## src/verilog/ubde_pkg.sv

```systemverilog
// Purpose: shared constants and carriers for the descriptor engine
// Assumes: one clock, APB register access, 32-bit data
// Notes: local RAM holds the descriptor table and packet buffers
package ubde_pkg;
  // ------------------------------------------------------------
  // local RAM and descriptor layout
  // ------------------------------------------------------------
  localparam int RAM_AW = 8;                    // local RAM index width
  localparam int RAM_DEPTH = 256;               // local RAM bytes
  localparam logic [7:0] DESC_BYTES = 8'h03;    // bytes per descriptor
  localparam logic [7:0] DESC_CTRL = 8'h00;     // ownership, toggle, pid
  localparam logic [7:0] DESC_BC = 8'h01;       // byte count field
  localparam logic [7:0] DESC_BASE = 8'h02;     // buffer base field
  localparam int OWN_BIT = 7;
  localparam int TOG_BIT = 6;
  localparam int PID_LSB = 2;
  localparam int DTS_BIT = 3;
  localparam int STALL_BIT = 2;
  localparam logic [3:0] BUF_LOW = 4'h0;        // buffers are 16-byte aligned
  // ------------------------------------------------------------
  // token codes and packet limits
  // ------------------------------------------------------------
  localparam logic [3:0] PID_OUT = 4'h1;
  localparam logic [3:0] PID_IN = 4'h9;
  localparam logic [3:0] PID_SETUP = 4'hd;
  localparam logic [3:0] PID_LAT = 4'hf;        // latency error code, never written
  localparam logic [6:0] MAXP_LIMIT = 7'h40;    // 64-byte ceiling
  localparam int NUM_EP = 7;
  // ------------------------------------------------------------
  // register map (byte addresses); RAM window lies below REG_BASE
  // ------------------------------------------------------------
  localparam logic [11:0] REG_BASE = 12'h400;
  localparam logic [11:0] A_STATUS = 12'h400;
  localparam logic [11:0] A_INTF = 12'h404;
  localparam logic [11:0] A_INTM = 12'h408;
  localparam logic [11:0] A_ERRF = 12'h40c;
  localparam logic [11:0] A_ERRM = 12'h410;
  localparam logic [11:0] A_MAXP = 12'h414;
  localparam logic [11:0] A_ISO = 12'h418;
  localparam int INT_DONE = 0;                  // token done
  localparam int INT_ERR = 1;                   // unmasked error summary
  localparam int INT_STALL = 2;                 // stall handshake sent
  localparam int ERR_TMO = 0;                   // timeout error
  localparam int ERR_OVF = 1;                   // buffer overflow error
  // ------------------------------------------------------------
  // types
  // ------------------------------------------------------------
  typedef enum logic [1:0] {HS_NONE, HS_ACK, HS_NAK, HS_STALL} ubde_hs_t;
  typedef struct packed {logic [3:0] pid; logic [2:0] ep; logic odd;} ubde_tok_t;
  typedef struct packed {logic valid; logic [7:0] data; logic eop;} ubde_rx_t;
  typedef struct packed {logic [7:0] data; logic last; logic zlp;} ubde_tx_t;

  // descriptor table offset of endpoint, direction and buffer half
  function automatic logic [7:0] desc_addr(input ubde_tok_t t);
    logic [4:0] idx;
    idx = {t.ep, t.pid == PID_IN, t.odd};
    return 8'({3'b000, idx}) * DESC_BYTES;
  endfunction
endpackage

```

## src/verilog/ubde_top.sv

```systemverilog
// Purpose: buffer-descriptor engine between serial engine and local RAM
// Assumes: serial engine logic runs on CLK_IN; APB slave with no waits
// Notes: one RAM port, APB RAM access takes it first and stalls the engine
// Operation
// - stall bit on an owned descriptor: STALL, descriptor untouched
// - receive writes back received byte count
// - packets limited to 64 bytes
// - buffer address is base times sixteen
// - buffer base field never written
// - descriptor address from endpoint, direction, half
// - move data only when device owns
// - write-back clears ownership bit
// - status register and token-done after write-back
// - latency overrun: NAK/timeout, timeout flag
// - interrupt only through enable masks
// - latency overrun: no write-back, no done
// - oversized non-isochronous packet still ACKed
// - oversized packet clipped to max size
// - oversized packet sets overflow flag
// - oversize: normal pid, count equals max
// - unowned descriptor fields are ignored
// - token pid written into descriptor
// - descriptor is three consecutive bytes
//
// Chosen here: the register addresses and the APB interface to the registers.
module ubde_top #(
  parameter int NEP = ubde_pkg::NUM_EP
) (
  input wire logic CLK_IN,
  input wire logic RST_B_IN,
  input wire logic PSEL_IN,
  input wire logic PENABLE_IN,
  input wire logic PWRITE_IN,
  input wire logic [11:0] PADDR_IN,
  input wire logic [31:0] PWDATA_IN,
  output logic [31:0] PRDATA_OUT,
  output logic PREADY_OUT,
  output logic PSLVERR_OUT,
  input wire logic TOK_VALID_IN,
  input wire ubde_pkg::ubde_tok_t TOK_IN,
  output logic TOK_READY_OUT,
  input wire ubde_pkg::ubde_rx_t RX_IN,
  output logic TX_VALID_OUT,
  output ubde_pkg::ubde_tx_t TX_OUT,
  input wire logic TX_READY_IN,
  output logic HS_VALID_OUT,
  output ubde_pkg::ubde_hs_t HS_CODE_OUT,
  output logic IRQ_OUT
);
  import ubde_pkg::*;

  // ------------------------------------------------------------
  // state and storage
  // ------------------------------------------------------------
  typedef enum logic [3:0] {
    S_IDLE, S_F0, S_F1, S_F2, S_DEC, S_RX, S_TXRD, S_TXOUT, S_END, S_WB1, S_WB0
  } ubde_st_t;
  ubde_st_t st_q;
  logic [7:0] ram_q [RAM_DEPTH];     // descriptor table and buffers
  ubde_tok_t tok_q;                  // token being served
  logic [7:0] desc_q;                // descriptor offset
  logic own_q, stall_q, tog_q;       // fetched control bits
  logic [7:0] bc_q;                  // fetched byte count
  logic [5:0] base_q;                // fetched buffer base
  logic [6:0] cnt_q;                 // bytes moved so far
  logic ovr_q, ovs_q, eop_q;         // overrun, oversize, end seen
  logic rxh_v_q;                     // receive holding byte valid
  logic [7:0] rxh_d_q;
  ubde_tx_t tx_q;
  logic [NEP-1:0] iso_q;             // isochronous endpoints
  logic [6:0] maxp_q;
  logic [2:0] intf_q, intm_q;
  logic [1:0] errf_q, errm_q;
  logic [4:0] stat_q;                // endpoint, direction, half
  logic hs_v_q;
  ubde_hs_t hs_q;

  // ------------------------------------------------------------
  // combinational decode
  // ------------------------------------------------------------
  logic apb_acc, apb_ram, apb_wr, gnt, dir_tx, iso, store;
  logic eng_we, rx_take;
  logic [7:0] eng_a, eng_wd, ram_rd, byte0;
  logic [9:0] buf_a;
  logic [2:0] intf_all;
  logic [RAM_AW-1:0] ram_a;

  assign apb_acc = PSEL_IN && PENABLE_IN;
  assign apb_ram = apb_acc && (PADDR_IN < REG_BASE);
  assign apb_wr = apb_acc && PWRITE_IN;
  // firmware wins the port; the engine waits, which is what can overrun it
  assign gnt = !apb_ram;
  assign dir_tx = (tok_q.pid == PID_IN);
  assign iso = iso_q[tok_q.ep];
  assign store = own_q && !stall_q && (cnt_q < maxp_q);
  assign buf_a = {base_q, BUF_LOW} + {3'b000, cnt_q};
  assign byte0 = {1'b0, tog_q, tok_q.pid, 2'b00};
  assign rx_take = (st_q == S_RX) && gnt && rxh_v_q;
  // error summary gated by error mask
  assign intf_all = {intf_q[INT_STALL], |(errf_q & errm_q), intf_q[INT_DONE]};

  // engine address and write data
  always_comb begin
    eng_a = desc_q;
    if (st_q == S_F1 || st_q == S_WB1) begin
      eng_a = desc_q + DESC_BC;
    end else if (st_q == S_F2) begin
      eng_a = desc_q + DESC_BASE;
    end else if (st_q == S_RX || st_q == S_TXRD) begin
      eng_a = buf_a[7:0];
    end
    // base byte is never a write target
    eng_we = gnt && ((rx_take && store) || (st_q == S_WB1 && !dir_tx) || st_q == S_WB0);
    if (st_q == S_WB0) begin
      eng_wd = byte0;
    end else if (st_q == S_WB1) begin
      eng_wd = {1'b0, cnt_q};
    end else begin
      eng_wd = rxh_d_q;
    end
  end

  assign ram_a = apb_ram ? PADDR_IN[RAM_AW+1:2] : eng_a[RAM_AW-1:0];
  assign ram_rd = ram_q[ram_a];

  // ------------------------------------------------------------
  // local RAM, one port
  // ------------------------------------------------------------
  // no reset: buffer contents are data, firmware initialises them
  always_ff @(posedge CLK_IN) begin
    if (apb_ram && PWRITE_IN) begin
      ram_q[ram_a] <= PWDATA_IN[7:0];
    end else if (eng_we) begin
      ram_q[ram_a] <= eng_wd;
    end
  end

  // ------------------------------------------------------------
  // receive holding byte
  // ------------------------------------------------------------
  // one byte of slack; a second byte before the first lands is an overrun
  always_ff @(posedge CLK_IN) begin
    if (!RST_B_IN) begin
      rxh_v_q <= 1'b0;
      rxh_d_q <= 8'h00;
      eop_q <= 1'b0;
      ovr_q <= 1'b0;
    end else if (st_q == S_IDLE) begin
      rxh_v_q <= 1'b0;
      eop_q <= 1'b0;
      ovr_q <= 1'b0;
    end else begin
      if (RX_IN.valid && !RX_IN.eop) begin
        rxh_d_q <= RX_IN.data;
        rxh_v_q <= 1'b1;
        if (rxh_v_q && !rx_take) begin
          ovr_q <= 1'b1;
        end
      end else if (rx_take) begin
        rxh_v_q <= 1'b0;
      end
      if (RX_IN.valid && RX_IN.eop) begin
        eop_q <= 1'b1;
      end
    end
  end

  // ------------------------------------------------------------
  // descriptor engine
  // ------------------------------------------------------------
  always_ff @(posedge CLK_IN) begin
    if (!RST_B_IN) begin
      st_q <= S_IDLE;
      tok_q <= '0;
      desc_q <= 8'h00;
      {own_q, stall_q, tog_q} <= 3'b000;
      bc_q <= 8'h00;
      base_q <= 6'h00;
      cnt_q <= 7'h00;
      ovs_q <= 1'b0;
      tx_q <= '0;
      hs_v_q <= 1'b0;
      hs_q <= HS_NONE;
    end else begin
      hs_v_q <= 1'b0;
      unique case (st_q)
        S_IDLE: begin
          if (TOK_VALID_IN) begin
            tok_q <= TOK_IN;
            desc_q <= desc_addr(TOK_IN);
            cnt_q <= 7'h00;
            ovs_q <= 1'b0;
            st_q <= S_F0;
          end
        end
        S_F0: if (gnt) begin
          own_q <= ram_rd[OWN_BIT];
          tog_q <= ram_rd[TOG_BIT];
          stall_q <= ram_rd[STALL_BIT];
          st_q <= S_F1;
        end
        S_F1: if (gnt) begin
          bc_q <= ram_rd;
          st_q <= S_F2;
        end
        S_F2: if (gnt) begin
          base_q <= ram_rd[7:2];
          st_q <= S_DEC;
        end
        S_DEC: begin
          // unowned or stalled: no transmit at all
          if (dir_tx) begin
            st_q <= (own_q && !stall_q) ? S_TXRD : S_END;
          end else begin
            st_q <= S_RX;
          end
        end
        S_RX: begin
          // store owned bytes up to max size
          if (rx_take) begin
            if (store) begin
              cnt_q <= cnt_q + 7'h01;
            end else if (own_q && !stall_q) begin
              ovs_q <= 1'b1;
            end
          end
          if (eop_q && !rxh_v_q) begin
            st_q <= S_END;
          end
        end
        S_TXRD: if (gnt) begin
          // transmit length clipped to max size
          if (bc_q == 8'h00) begin
            tx_q <= '{data: 8'h00, last: 1'b1, zlp: 1'b1};
          end else begin
            tx_q <= '{data: ram_rd, last: 1'b0, zlp: 1'b0};
            if ({1'b0, cnt_q + 7'h01} == bc_q || cnt_q + 7'h01 == maxp_q) begin
              tx_q.last <= 1'b1;
            end
            cnt_q <= cnt_q + 7'h01;
          end
          st_q <= S_TXOUT;
        end
        S_TXOUT: if (TX_READY_IN) begin
          st_q <= tx_q.last ? S_END : S_TXRD;
        end
        S_END: begin
          hs_v_q <= 1'b1;
          st_q <= S_IDLE;
          if (own_q && stall_q) begin
            // stall counts only on an owned descriptor
            hs_q <= HS_STALL;
          end else if (!own_q) begin
            hs_q <= HS_NAK;
          end else if (ovr_q && !dir_tx) begin
            hs_q <= iso ? HS_NONE : HS_NAK;
          end else begin
            hs_q <= (iso || dir_tx) ? HS_NONE : HS_ACK;
            st_q <= S_WB1;
          end
        end
        S_WB1: if (gnt) begin
          st_q <= S_WB0;
        end
        S_WB0: if (gnt) begin
          st_q <= S_IDLE;
        end
        default: st_q <= S_IDLE;
      endcase
    end
  end

  // ------------------------------------------------------------
  // APB registers
  // ------------------------------------------------------------
  // flags are write-one-to-clear; a same-cycle hardware set wins
  always_ff @(posedge CLK_IN) begin
    if (!RST_B_IN) begin
      intf_q <= 3'b000;
      errf_q <= 2'b00;
      intm_q <= 3'b000;
      errm_q <= 2'b00;
      maxp_q <= MAXP_LIMIT;
      iso_q <= '0;
      stat_q <= 5'h00;
    end else begin
      if (apb_wr) begin
        unique case (PADDR_IN)
          A_INTF: intf_q <= intf_q & ~PWDATA_IN[2:0];
          A_ERRF: errf_q <= errf_q & ~PWDATA_IN[1:0];
          A_INTM: intm_q <= PWDATA_IN[2:0];
          A_ERRM: errm_q <= PWDATA_IN[1:0];
          A_MAXP: maxp_q <= (PWDATA_IN[6:0] > MAXP_LIMIT) ? MAXP_LIMIT : PWDATA_IN[6:0];
          A_ISO: iso_q <= PWDATA_IN[NEP-1:0];
          default: ;
        endcase
      end
      if (st_q == S_WB0 && gnt) begin
        stat_q <= {tok_q.ep, dir_tx, tok_q.odd};
        intf_q[INT_DONE] <= 1'b1;
      end
      if (st_q == S_END && own_q && stall_q) begin
        intf_q[INT_STALL] <= 1'b1;
      end
      if (st_q == S_END && own_q && !stall_q && !dir_tx) begin
        if (ovr_q) begin
          errf_q[ERR_TMO] <= 1'b1;
        end else if (ovs_q) begin
          errf_q[ERR_OVF] <= 1'b1;
        end
      end
    end
  end

  // read data mux
  always_comb begin
    PRDATA_OUT = 32'h0000_0000;
    PSLVERR_OUT = 1'b0;
    if (apb_ram) begin
      PRDATA_OUT = {24'h00_0000, ram_rd};
    end else if (apb_acc) begin
      unique case (PADDR_IN)
        A_STATUS: PRDATA_OUT = {27'h000_0000, stat_q};
        A_INTF: PRDATA_OUT = {29'h0000_0000, intf_all};
        A_INTM: PRDATA_OUT = {29'h0000_0000, intm_q};
        A_ERRF: PRDATA_OUT = {30'h0000_0000, errf_q};
        A_ERRM: PRDATA_OUT = {30'h0000_0000, errm_q};
        A_MAXP: PRDATA_OUT = {25'h000_0000, maxp_q};
        A_ISO: PRDATA_OUT = 32'(iso_q);
        default: PSLVERR_OUT = 1'b1;
      endcase
    end
  end

  // ------------------------------------------------------------
  // outputs
  // ------------------------------------------------------------
  assign PREADY_OUT = 1'b1;
  assign TOK_READY_OUT = (st_q == S_IDLE);
  assign TX_VALID_OUT = (st_q == S_TXOUT);
  assign TX_OUT = tx_q;
  assign HS_VALID_OUT = hs_v_q;
  assign HS_CODE_OUT = hs_q;
  // one interrupt through the enable mask
  assign IRQ_OUT = |(intf_all & intm_q);

  // ------------------------------------------------------------
  // assertions
  // ------------------------------------------------------------
  property p_stall;
    @(posedge CLK_IN) disable iff (!RST_B_IN)
    (st_q == S_END && own_q && stall_q) |=> (HS_CODE_OUT == HS_STALL) && HS_VALID_OUT && !eng_we;
  endproperty
  a_stall: assert property (p_stall) else $error("stall not answered cleanly");
  property p_bc;
    @(posedge CLK_IN) disable iff (!RST_B_IN)
    (st_q == S_WB1 && gnt && !dir_tx) |-> eng_we && eng_wd == {1'b0, cnt_q};
  endproperty
  a_bc: assert property (p_bc) else $error("byte count not written back");
  property p_clip;
    @(posedge CLK_IN) disable iff (!RST_B_IN)
    (st_q == S_WB1) |-> cnt_q <= maxp_q && maxp_q <= MAXP_LIMIT;
  endproperty
  a_clip: assert property (p_clip) else $error("count beyond max size");
  property p_base;
    @(posedge CLK_IN) disable iff (!RST_B_IN)
    (eng_we && !apb_ram) |-> ram_a != 8'(desc_q + DESC_BASE);
  endproperty
  a_base: assert property (p_base) else $error("base field written");
  property p_own;
    @(posedge CLK_IN) disable iff (!RST_B_IN)
    (eng_we && st_q == S_RX) |-> own_q && !stall_q && ram_a[3:0] == cnt_q[3:0];
  endproperty
  a_own: assert property (p_own) else $error("data moved without ownership");
  property p_wb0;
    @(posedge CLK_IN) disable iff (!RST_B_IN)
    (st_q == S_WB0 && gnt) |-> !eng_wd[OWN_BIT] && eng_wd[5:2] != PID_LAT
      ##1 intf_q[INT_DONE] && st_q == S_IDLE;
  endproperty
  a_wb0: assert property (p_wb0) else $error("write-back or done wrong");
  property p_ovr;
    @(posedge CLK_IN) disable iff (!RST_B_IN)
    (st_q == S_END && own_q && !stall_q && ovr_q && !dir_tx)
      |=> st_q == S_IDLE && errf_q[ERR_TMO] ##1 !$rose(intf_q[INT_DONE]);
  endproperty
  a_ovr: assert property (p_ovr) else $error("overrun handled wrongly");
  property p_ovs;
    @(posedge CLK_IN) disable iff (!RST_B_IN)
    (st_q == S_END && own_q && !stall_q && !ovr_q && ovs_q && !dir_tx && !iso)
      |=> HS_CODE_OUT == HS_ACK && errf_q[ERR_OVF] && st_q == S_WB1;
  endproperty
  a_ovs: assert property (p_ovs) else $error("oversize not acked");
  property p_irq;
    @(posedge CLK_IN) disable iff (!RST_B_IN)
    IRQ_OUT |-> |(intm_q & intf_all);
  endproperty
  a_irq: assert property (p_irq) else $error("interrupt past the mask");
endmodule

```

## config.mk

```make
export PLATFORM = sky130hd
export DESIGN_NAME = ubde_top
export DESIGN_NICKNAME = d
export VERILOG_FILES = /design/src/verilog/ubde_pkg.sv /design/src/verilog/ubde_top.sv
export SDC_FILE = /design/constraint.sdc
export NUM_CORES = 2
export LEC_CHECK = 0
export ABC_AREA = 1
export BUFFER_PORTS_ARGS = -buffer_cell sky130_fd_sc_hd__buf_2
export CORE_MARGIN = 2
export CORE_UTILIZATION = 40
export DETAILED_ROUTE_END_ITERATION = 10
export PLACE_DENSITY_LB_ADDON = 0.08
export SLEW_MARGIN = 20
export SYNTH_ARGS = -nofsm -noshare
export SYNTH_HDL_FRONTEND = slang
export SYNTH_SLANG_ARGS = --single-unit
```

## constraint.sdc

```tcl
create_clock -name CLK_IN -period 30.1 [get_ports CLK_IN]
set_input_delay 0 -clock CLK_IN [delete_from_list [all_inputs] [get_ports CLK_IN]]
set_output_delay 0 -clock CLK_IN [all_outputs]
set_load 0.05 [all_outputs]
```

# Yosys cells after proc, flatten, opt, wreduce, memory -nomap -nowiden
# Memory sizes are Yosys's and may differ from the RTL's.
# Index checks and enable logic that the tools add are counted.
[word_totals] out_inout_bits=50 mem_count=1 word_cells=217 ram_bits=2048 input_bits=69 reg_bits=95
[memory_table] name="ram_q" words=256 word_bits=8 rd=1 rd_ports_with_merged_regs=0 wr=1 line="ubde_top.sv:59" source="logic [7:0] ram_q [RAM_DEPTH];"
[op_classes] n_eq_ne=35 bitwise_logic=10 n_mul=1 mux=68 reduce_logical=64 n_lt_le_gt_ge=4 n_addsub=4
[op_table] op="equality test 12 x 11 -> 1 bit (second input constant)" count=7
[op_table] op="two-way mux 8 bit" count=8
[op_table] op="two-way mux 4 bit" count=15
[op_table] op="two-way mux 7 bit" count=7
[op_table] op="one-hot mux 7 bit (7 select lines)" count=1
[op_table] op="one-hot mux 4 bit (11 select lines)" count=1
[op_table] op="AND reduction 2 bit" count=14
[op_table] op="two-way mux 1 bit" count=23
[op_table] op="logical AND 1 bit" count=22
[op_table] op="!= test 2 bit (second input constant)" count=11
[op_table] op="one-hot mux 7 bit (3 select lines)" count=1
[op_table] op="equality test 4 bit (second input constant)" count=5
[op_table] op="equality test 4 x 3 -> 1 bit (second input constant)" count=4
[op_table] op="two-way mux 2 bit" count=7
[op_table] op="less-than comparator 12 x 11 -> 1 bit (second input constant)" count=1
[op_table] op="nonzero test 2 bit" count=6
[op_table] op="two-way mux 10 bit" count=1
[op_table] op="AND reduction 9 bit" count=1
[op_table] op="adder 7 x 1 -> 8 bit (second input constant)" count=1
[op_table] op="adder 7 x 2 -> 8 bit (second input constant)" count=1
[op_table] op="adder 8 x 7 -> 8 bit" count=1
[op_table] op="equality test 4 x 2 -> 1 bit (second input constant)" count=2
[op_table] op="equality test 7 x 8 -> 1 bit" count=1
[op_table] op="zero test 8 bit" count=1
[op_table] op="other kinds (26)" count=44

# Longest topological paths before layout
[depth] depth_word=13 depth_mapped=26 ltp_nobuf=23

# Least setup slack after synthesis
# Ideal clock, no wire load.
[synth_timing] kind="register to register" startpoint="reg tok_q, in the netlist byte0[5]" endpoint="mem ram_q[100][6], data pin" n_path_buf=1 arrival_ns=11.477 setup_slack_ns=16.434 setup_ns=2.189 t_required_ns=27.911 period_less_slack_ns=13.666 stages_incl_launch_ff=8 cell_sequence="dfxtp_1 > inv_1 > nor4_1 > inv_1 > a21oi_1 > a21oi_1 > clkbuf_1 > o21ai_0"
[synth_via] elab_chain_len=10
[synth_rtl] element="start: declaration" line="ubde_top.sv:60" source="ubde_tok_t tok_q;"
[synth_rtl] element="start signal: assignment" line="ubde_top.sv:174" source="tok_q <= '0;"
[synth_rtl] element="start signal: assignment" line="ubde_top.sv:189" source="tok_q <= TOK_IN;"
[synth_rtl] element="equality test 4 bit" line="ubde_top.sv:93" source="assign dir_tx = (tok_q.pid == PID_IN);"
[synth_rtl] element="zero test 1 bit" line="ubde_top.sv:113" source="eng_we = gnt && ((rx_take && store) || (st_q == S_WB1 && !dir_tx) || st_q == S_WB0);"
[synth_rtl] element="logical AND 1 bit" line="ubde_top.sv:113"
[synth_rtl] element="logical OR 1 bit (2 in series)" line="ubde_top.sv:113"
[synth_rtl] element="logical AND 1 bit" line="ubde_top.sv:113"
[synth_rtl] element="two-way mux 1 bit" line="ubde_top.sv:133" source="end else if (eng_we) begin"
[synth_rtl] element="two-way mux 1 bit" line="ubde_top.sv:131" source="if (apb_ram && PWRITE_IN) begin"
[synth_rtl] element="two-way mux 1 bit (not written as such)" line="ubde_top.sv:134" source="ram_q[ram_a] <= eng_wd;"
[synth_rtl] element="two-way mux 8 bit (no source line)"
[synth_rtl] element="end: declaration" line="ubde_top.sv:59"
# Every way passes these cells.

# Worst setup path after layout
[layout_timing] startpoint="reg st_q[2]" endpoint="out PRDATA_OUT[7]"
[layout_via] elab_chain_len=8 elab_cells_between_ends=13 classes_between="eq/ne (5); mux (5); reduce/logical (2); memory (1)"
[layout_rtl] element="start: declaration" line="ubde_top.sv:58" source="ubde_st_t st_q;"
[layout_rtl] element="start signal: assignment" line="ubde_top.sv:213" source="st_q <= (own_q && !stall_q) ? S_TXRD : S_END;"
[layout_rtl] element="start signal: assignment" line="ubde_top.sv:245" source="st_q <= tx_q.last ? S_END : S_TXRD;"
[layout_rtl] element="equality test 4 x 3 -> 1 bit" line="ubde_top.sv:109" source="end else if (st_q == S_RX || st_q == S_TXRD) begin"
[layout_rtl] element="logical OR 1 bit" line="ubde_top.sv:109"
[layout_rtl] element="two-way mux 8 bit" line="ubde_top.sv:109"
[layout_rtl] element="two-way mux 8 bit" line="ubde_top.sv:107" source="end else if (st_q == S_F2) begin"
[layout_rtl] element="two-way mux 8 bit *" line="ubde_top.sv:105" source="if (st_q == S_F1 || st_q == S_WB1) begin"
[layout_rtl] element="two-way mux 8 bit *" line="ubde_top.sv:123" source="assign ram_a = apb_ram ? PADDR_IN[RAM_AW+1:2] : eng_a[RAM_AW-1:0];"
[layout_rtl] element="memory read (256 x 8 bit) *"
[layout_rtl] element="two-way mux 8 bit *" line="ubde_top.sv:319" source="if (apb_ram) begin"
[layout_rtl] element="end: declaration" line="ubde_top.sv:36" source="output logic [31:0] PRDATA_OUT,"
# Every way passes the cells marked *; elsewhere a longest branch is shown, timed or not.

==> qor.json <==
{
  "critical_path.n_buffers_inverters": 7,
  "antenna_left": 0,
  "detail_route.vias_per_cell": 5.11,
  "yosys-mux-area-fraction": 0,
  "final_period_minus_worst_setup_slack_ps": 9150,
  "cts_setup_buffers": 0,
  "routed_wirelength_mm": 283,
  "combPwrFrac": 0.391,
  "worst_path_largest_cell_delay_ps": 780,
  "worst-endpoint-required_ps": 30100,
  "pwr-share-clk": 0.269,
  "ir_drop_mv": 0.165,
  "skew_ps": 32.3,
  "synth_top_family_by_area": "simple AND/OR/NAND/NOR gates",
  "power_report.internal_total_uw": 5700,
  "worst_slack_ps": 20950,
  "pnr_total_power_uw": 9810,
  "die_height_um": 485,
  "synth_largest_area_cell": "sky130_fd_sc_hd__edfxtp_1",
  "h-tree-depth": 4,
  "rsz0062_at_grt": "no",
  "synth_edf_count": 2048,
  "grt_max_degree": 169,
  "max_slew_margin": 0.266,
  "power.density_nw_per_um2": 95.0,
  "via_count_of_the_first_global_routing_pass": 61100,
  "critPathArrivalTime_ps": 9150,
  "yosys-top-cells-area": "sky130_fd_sc_hd__edfxtp_1, sky130_fd_sc_hd__nand2_1, sky130_fd_sc_hd__nor2_1, sky130_fd_sc_hd__dfxtp_1, sky130_fd_sc_hd__nand3_1",
  "power.net_switching_uw": 4110,
  "finished_layout_cells": 12500,
  "cts-root-buf": "sky130_fd_sc_hd__clkbuf_16",
  "cp_cell_sequence": "nor2_1, nand2_1, nand2_1, inv_2, nand3_1, nand2_8, nand2_8, inv_8, buf_4, buf_12, buf_4, buf_4, nor2_1, o21ai_1, nand2_1, nand2_1, nand4_1, nand2_1, nand3_1, nor2_1, nor2_1, a21oi_1, buf_2",
  "finalInstanceArea_um2": 103000,
  "cts_inserted_buffers": 228,
  "critical_path.endpoint_type": "output port",
  "clk-insertion-delay-late_ps": 870,
  "detailedPlacementHpwl_mm": 158,
  "synth-simple-area-share": 0.244,
  "timing.critical_path.slowest_stage_cell": "sky130_fd_sc_hd__inv_8",
  "design.die.area_um2": 235000,
  "fillCellCount": 21800,
  "syn_inst": 9249,
  "critical_path.top_delay_family": "buffers and inverters",
  "report.final.slew_viol_count": 0,
  "detail_route.first_pass.iterations": 6,
  "switching_share": 0.419,
  "part_of_the_cycle_the_worst_path_needs": 0.304,
  "leading_register_cell_type_out_of_synthesis": "sky130_fd_sc_hd__edfxtp_1",
  "number_of_sinks_handled_by_clock_tree_synthesis": 2141,
  "globalRouteOverflowTotal": 0,
  "numPortBuffers": 69,
  "count_of_endpoints_failing_hold_in_the_final_timing_report": 0,
  "grt_first_pass_wirelength_mm": 414,
  "yosysMostFrequentCell": "sky130_fd_sc_hd__nand2_1",
  "floorplan.rows": 176,
  "yosys.area.top_type_share": 0.666,
  "antenna_found_initial": 8,
  "synth-warning-count": 0,
  "max_cap_violations": 0,
  "number_of_nets_at_the_end_of_the_flow": 9378,
  "synthToLayoutAreaGrowth_pct": 11.9,
  "compound_gate_portion_of_the_synthesized_area": 0.0266,
  "synth_sequential_area_ratio": 0.686,
  "pre_cts_ws_ps": 21800,
  "clk_path_buf_depth": 3,
  "critPathMostFrequentCell": "sky130_fd_sc_hd__nand2_1",
  "yosys-top-cells-count": "sky130_fd_sc_hd__nand2_1, sky130_fd_sc_hd__edfxtp_1, sky130_fd_sc_hd__nor2_1",
  "critical_path.max_fanout": 120,
  "timing_worst_setup_path_type": "flip-flop to output port",
  "clk_transition_reported_paths_ps": 60,
  "static-leakage-power_uw": 0.0410,
  "placedCellCount": 12000,
  "drt-initial-drc-count": 5918,
  "syn-cell-area_um2": 92400,
  "seqPwrFrac": 0.340,
  "synth.ff_latch_count": 2141,
  "post_drt_wl_per_cell_um": 22.6,
  "mapped_avg_cell_area_um2": 9.99,
  "synth-async-reset-ratio": 0,
  "floorplan.initialDensity": 0.402,
  "result_of_the_run": "complete, no violations",
  "place_congestion": 0.828,
  "tightestPinTransition_ps": 1100,
  "detailroute.via_count": 64000,
  "floorplan.die.width_um": 485,
  "setup_viol_count_final": 0,
  "fin_setup_tns_ps": 0,
  "synth.distinct_cells": 48,
  "postPlaceCellArea_um2": 95300,
  "drive_above_1_share": 0.0576,
  "core_region_area_um2": 230000,
  "cts_tree": "done",
  "maxClockFrequency_ghz": 0.109,
  "hp-class": "input pin to flip-flop",
  "cp-start-kind": "flip-flop",
  "synth_fa_ha_area_frac": 0.00301,
  "post-route-drc-count": 0,
  "synth_xor_xnor_area_share": 0.00142,
  "pin_count": 119,
  "globalRouteTotalUtil": 0.237
}
power by group through the flow:
stage	sequential, uW	combinational, uW	clock, uW
global route	3330	4250	2790
global placement	3390	3850	0
CTS	3330	3870	2690
detailed placement	3400	3840	0
floorplan	3430	2500	0
finish	3330	3840	2640
state kept, by name, summed over array words and instances (netlist names), 2 cells and up:
signal       count
errm_q           2
intf_q           2
HS_CODE_OUT      2
TX_OUT          10
errf_q           2
ram_q         2048
tok_q            3
byte0            4
intm_q           3
base_q           4
bc_q             8
st_q             4
maxp_q           7
cnt_q            7
desc_q           7
stat_q           5
iso_q            7
rxh_d_q          8
timing repair:
action | CTS | global route
hold buffers | 103 | 0
resized for setup | 0 | 0
endpoints found under the setup margin | 0 | 0
hold endpoints to repair | 95 | 0
worst paths after layout:
kind                                              from  cells after the start  slack, ps                     end
worst max-delay path              st_q[2]$_SDFFE_PN0P_                     23      20950           PRDATA_OUT[7]
worst min-delay path                      PWDATA_IN[0]                      4         90  errm_q[0]$_SDFFE_PN0P_
worst max register to register    st_q[2]$_SDFFE_PN0P_                     24      22030  TX_OUT[9]$_SDFFE_PN0P_
worst min register to register  TX_OUT[4]$_SDFFE_PN0P_                      2        460  TX_OUT[4]$_SDFFE_PN0P_
cell families after synthesis:
| logic type | Yosys count |
|---|---|
| fa+ha+maj | 21 |
| other cells | 2 |
| xor+xnor | 15 |
| flops | 2141 |
| buf+inv | 768 |
| simple gates | 5849 |
| compound gates | 453 |
cell type report:
type | count | area (um^2) | area share
clock inverter | 123 | 847 | 0.00820
tap | 3026 | 3790 | 0.0367
clock buffer | 298 | 6030 | 0.0584
sequential | 2141 | 63400 | 0.613
multi-input combinational | 6363 | 25800 | 0.250
inverter | 260 | 988 | 0.00957
timing repair buffer | 294 | 2470 | 0.0240
antenna | 8 | 20.0 | 0.000194
layout by cell type (no fill, tap or decap), drive strengths merged, types with 9 or more instances in the layout:
cell type    instances
clkinv             112
dfxtp               93
nor4                 9
a21oi              103
edfxtp            2048
a211oi              10
bufinv               9
nor2               664
nor3                16
nand4               17
conb                25
o21ai              287
nand3              366
buf                191
clkbuf             298
o211ai              12
ha                  19
xor2                13
inv                261
dlygate4sd3        103
nand2             4772
tightest hold or removal path: stages:
cell                            delay (ps)
sky130_fd_sc_hd__dlygate4sd3_1         520
sky130_fd_sc_hd__buf_2                 160
sky130_fd_sc_hd__o21ai_0               100
sky130_fd_sc_hd__a21oi_1               110
metrics by stage:
stage | util | hold slack, ps
after global routing | 0.450 | 77.0
after global placement | 0.415 | 225
after floorplan | - | 130
after CTS | 0.450 | 4.81
after detailed placement | 0.415 | 236
final | 0.450 | 93.9
routing by layer:
metal	up-vias	global-route usage	routed length, um
met4	2	0.0711	7940
met1	31200	0.329	126000
met5	-	0	13
met2	1876	0.387	134000
met3	414	0.0336	15700
li1	30500	-	-
Note: power is estimated with default switching activity, not from simulation.
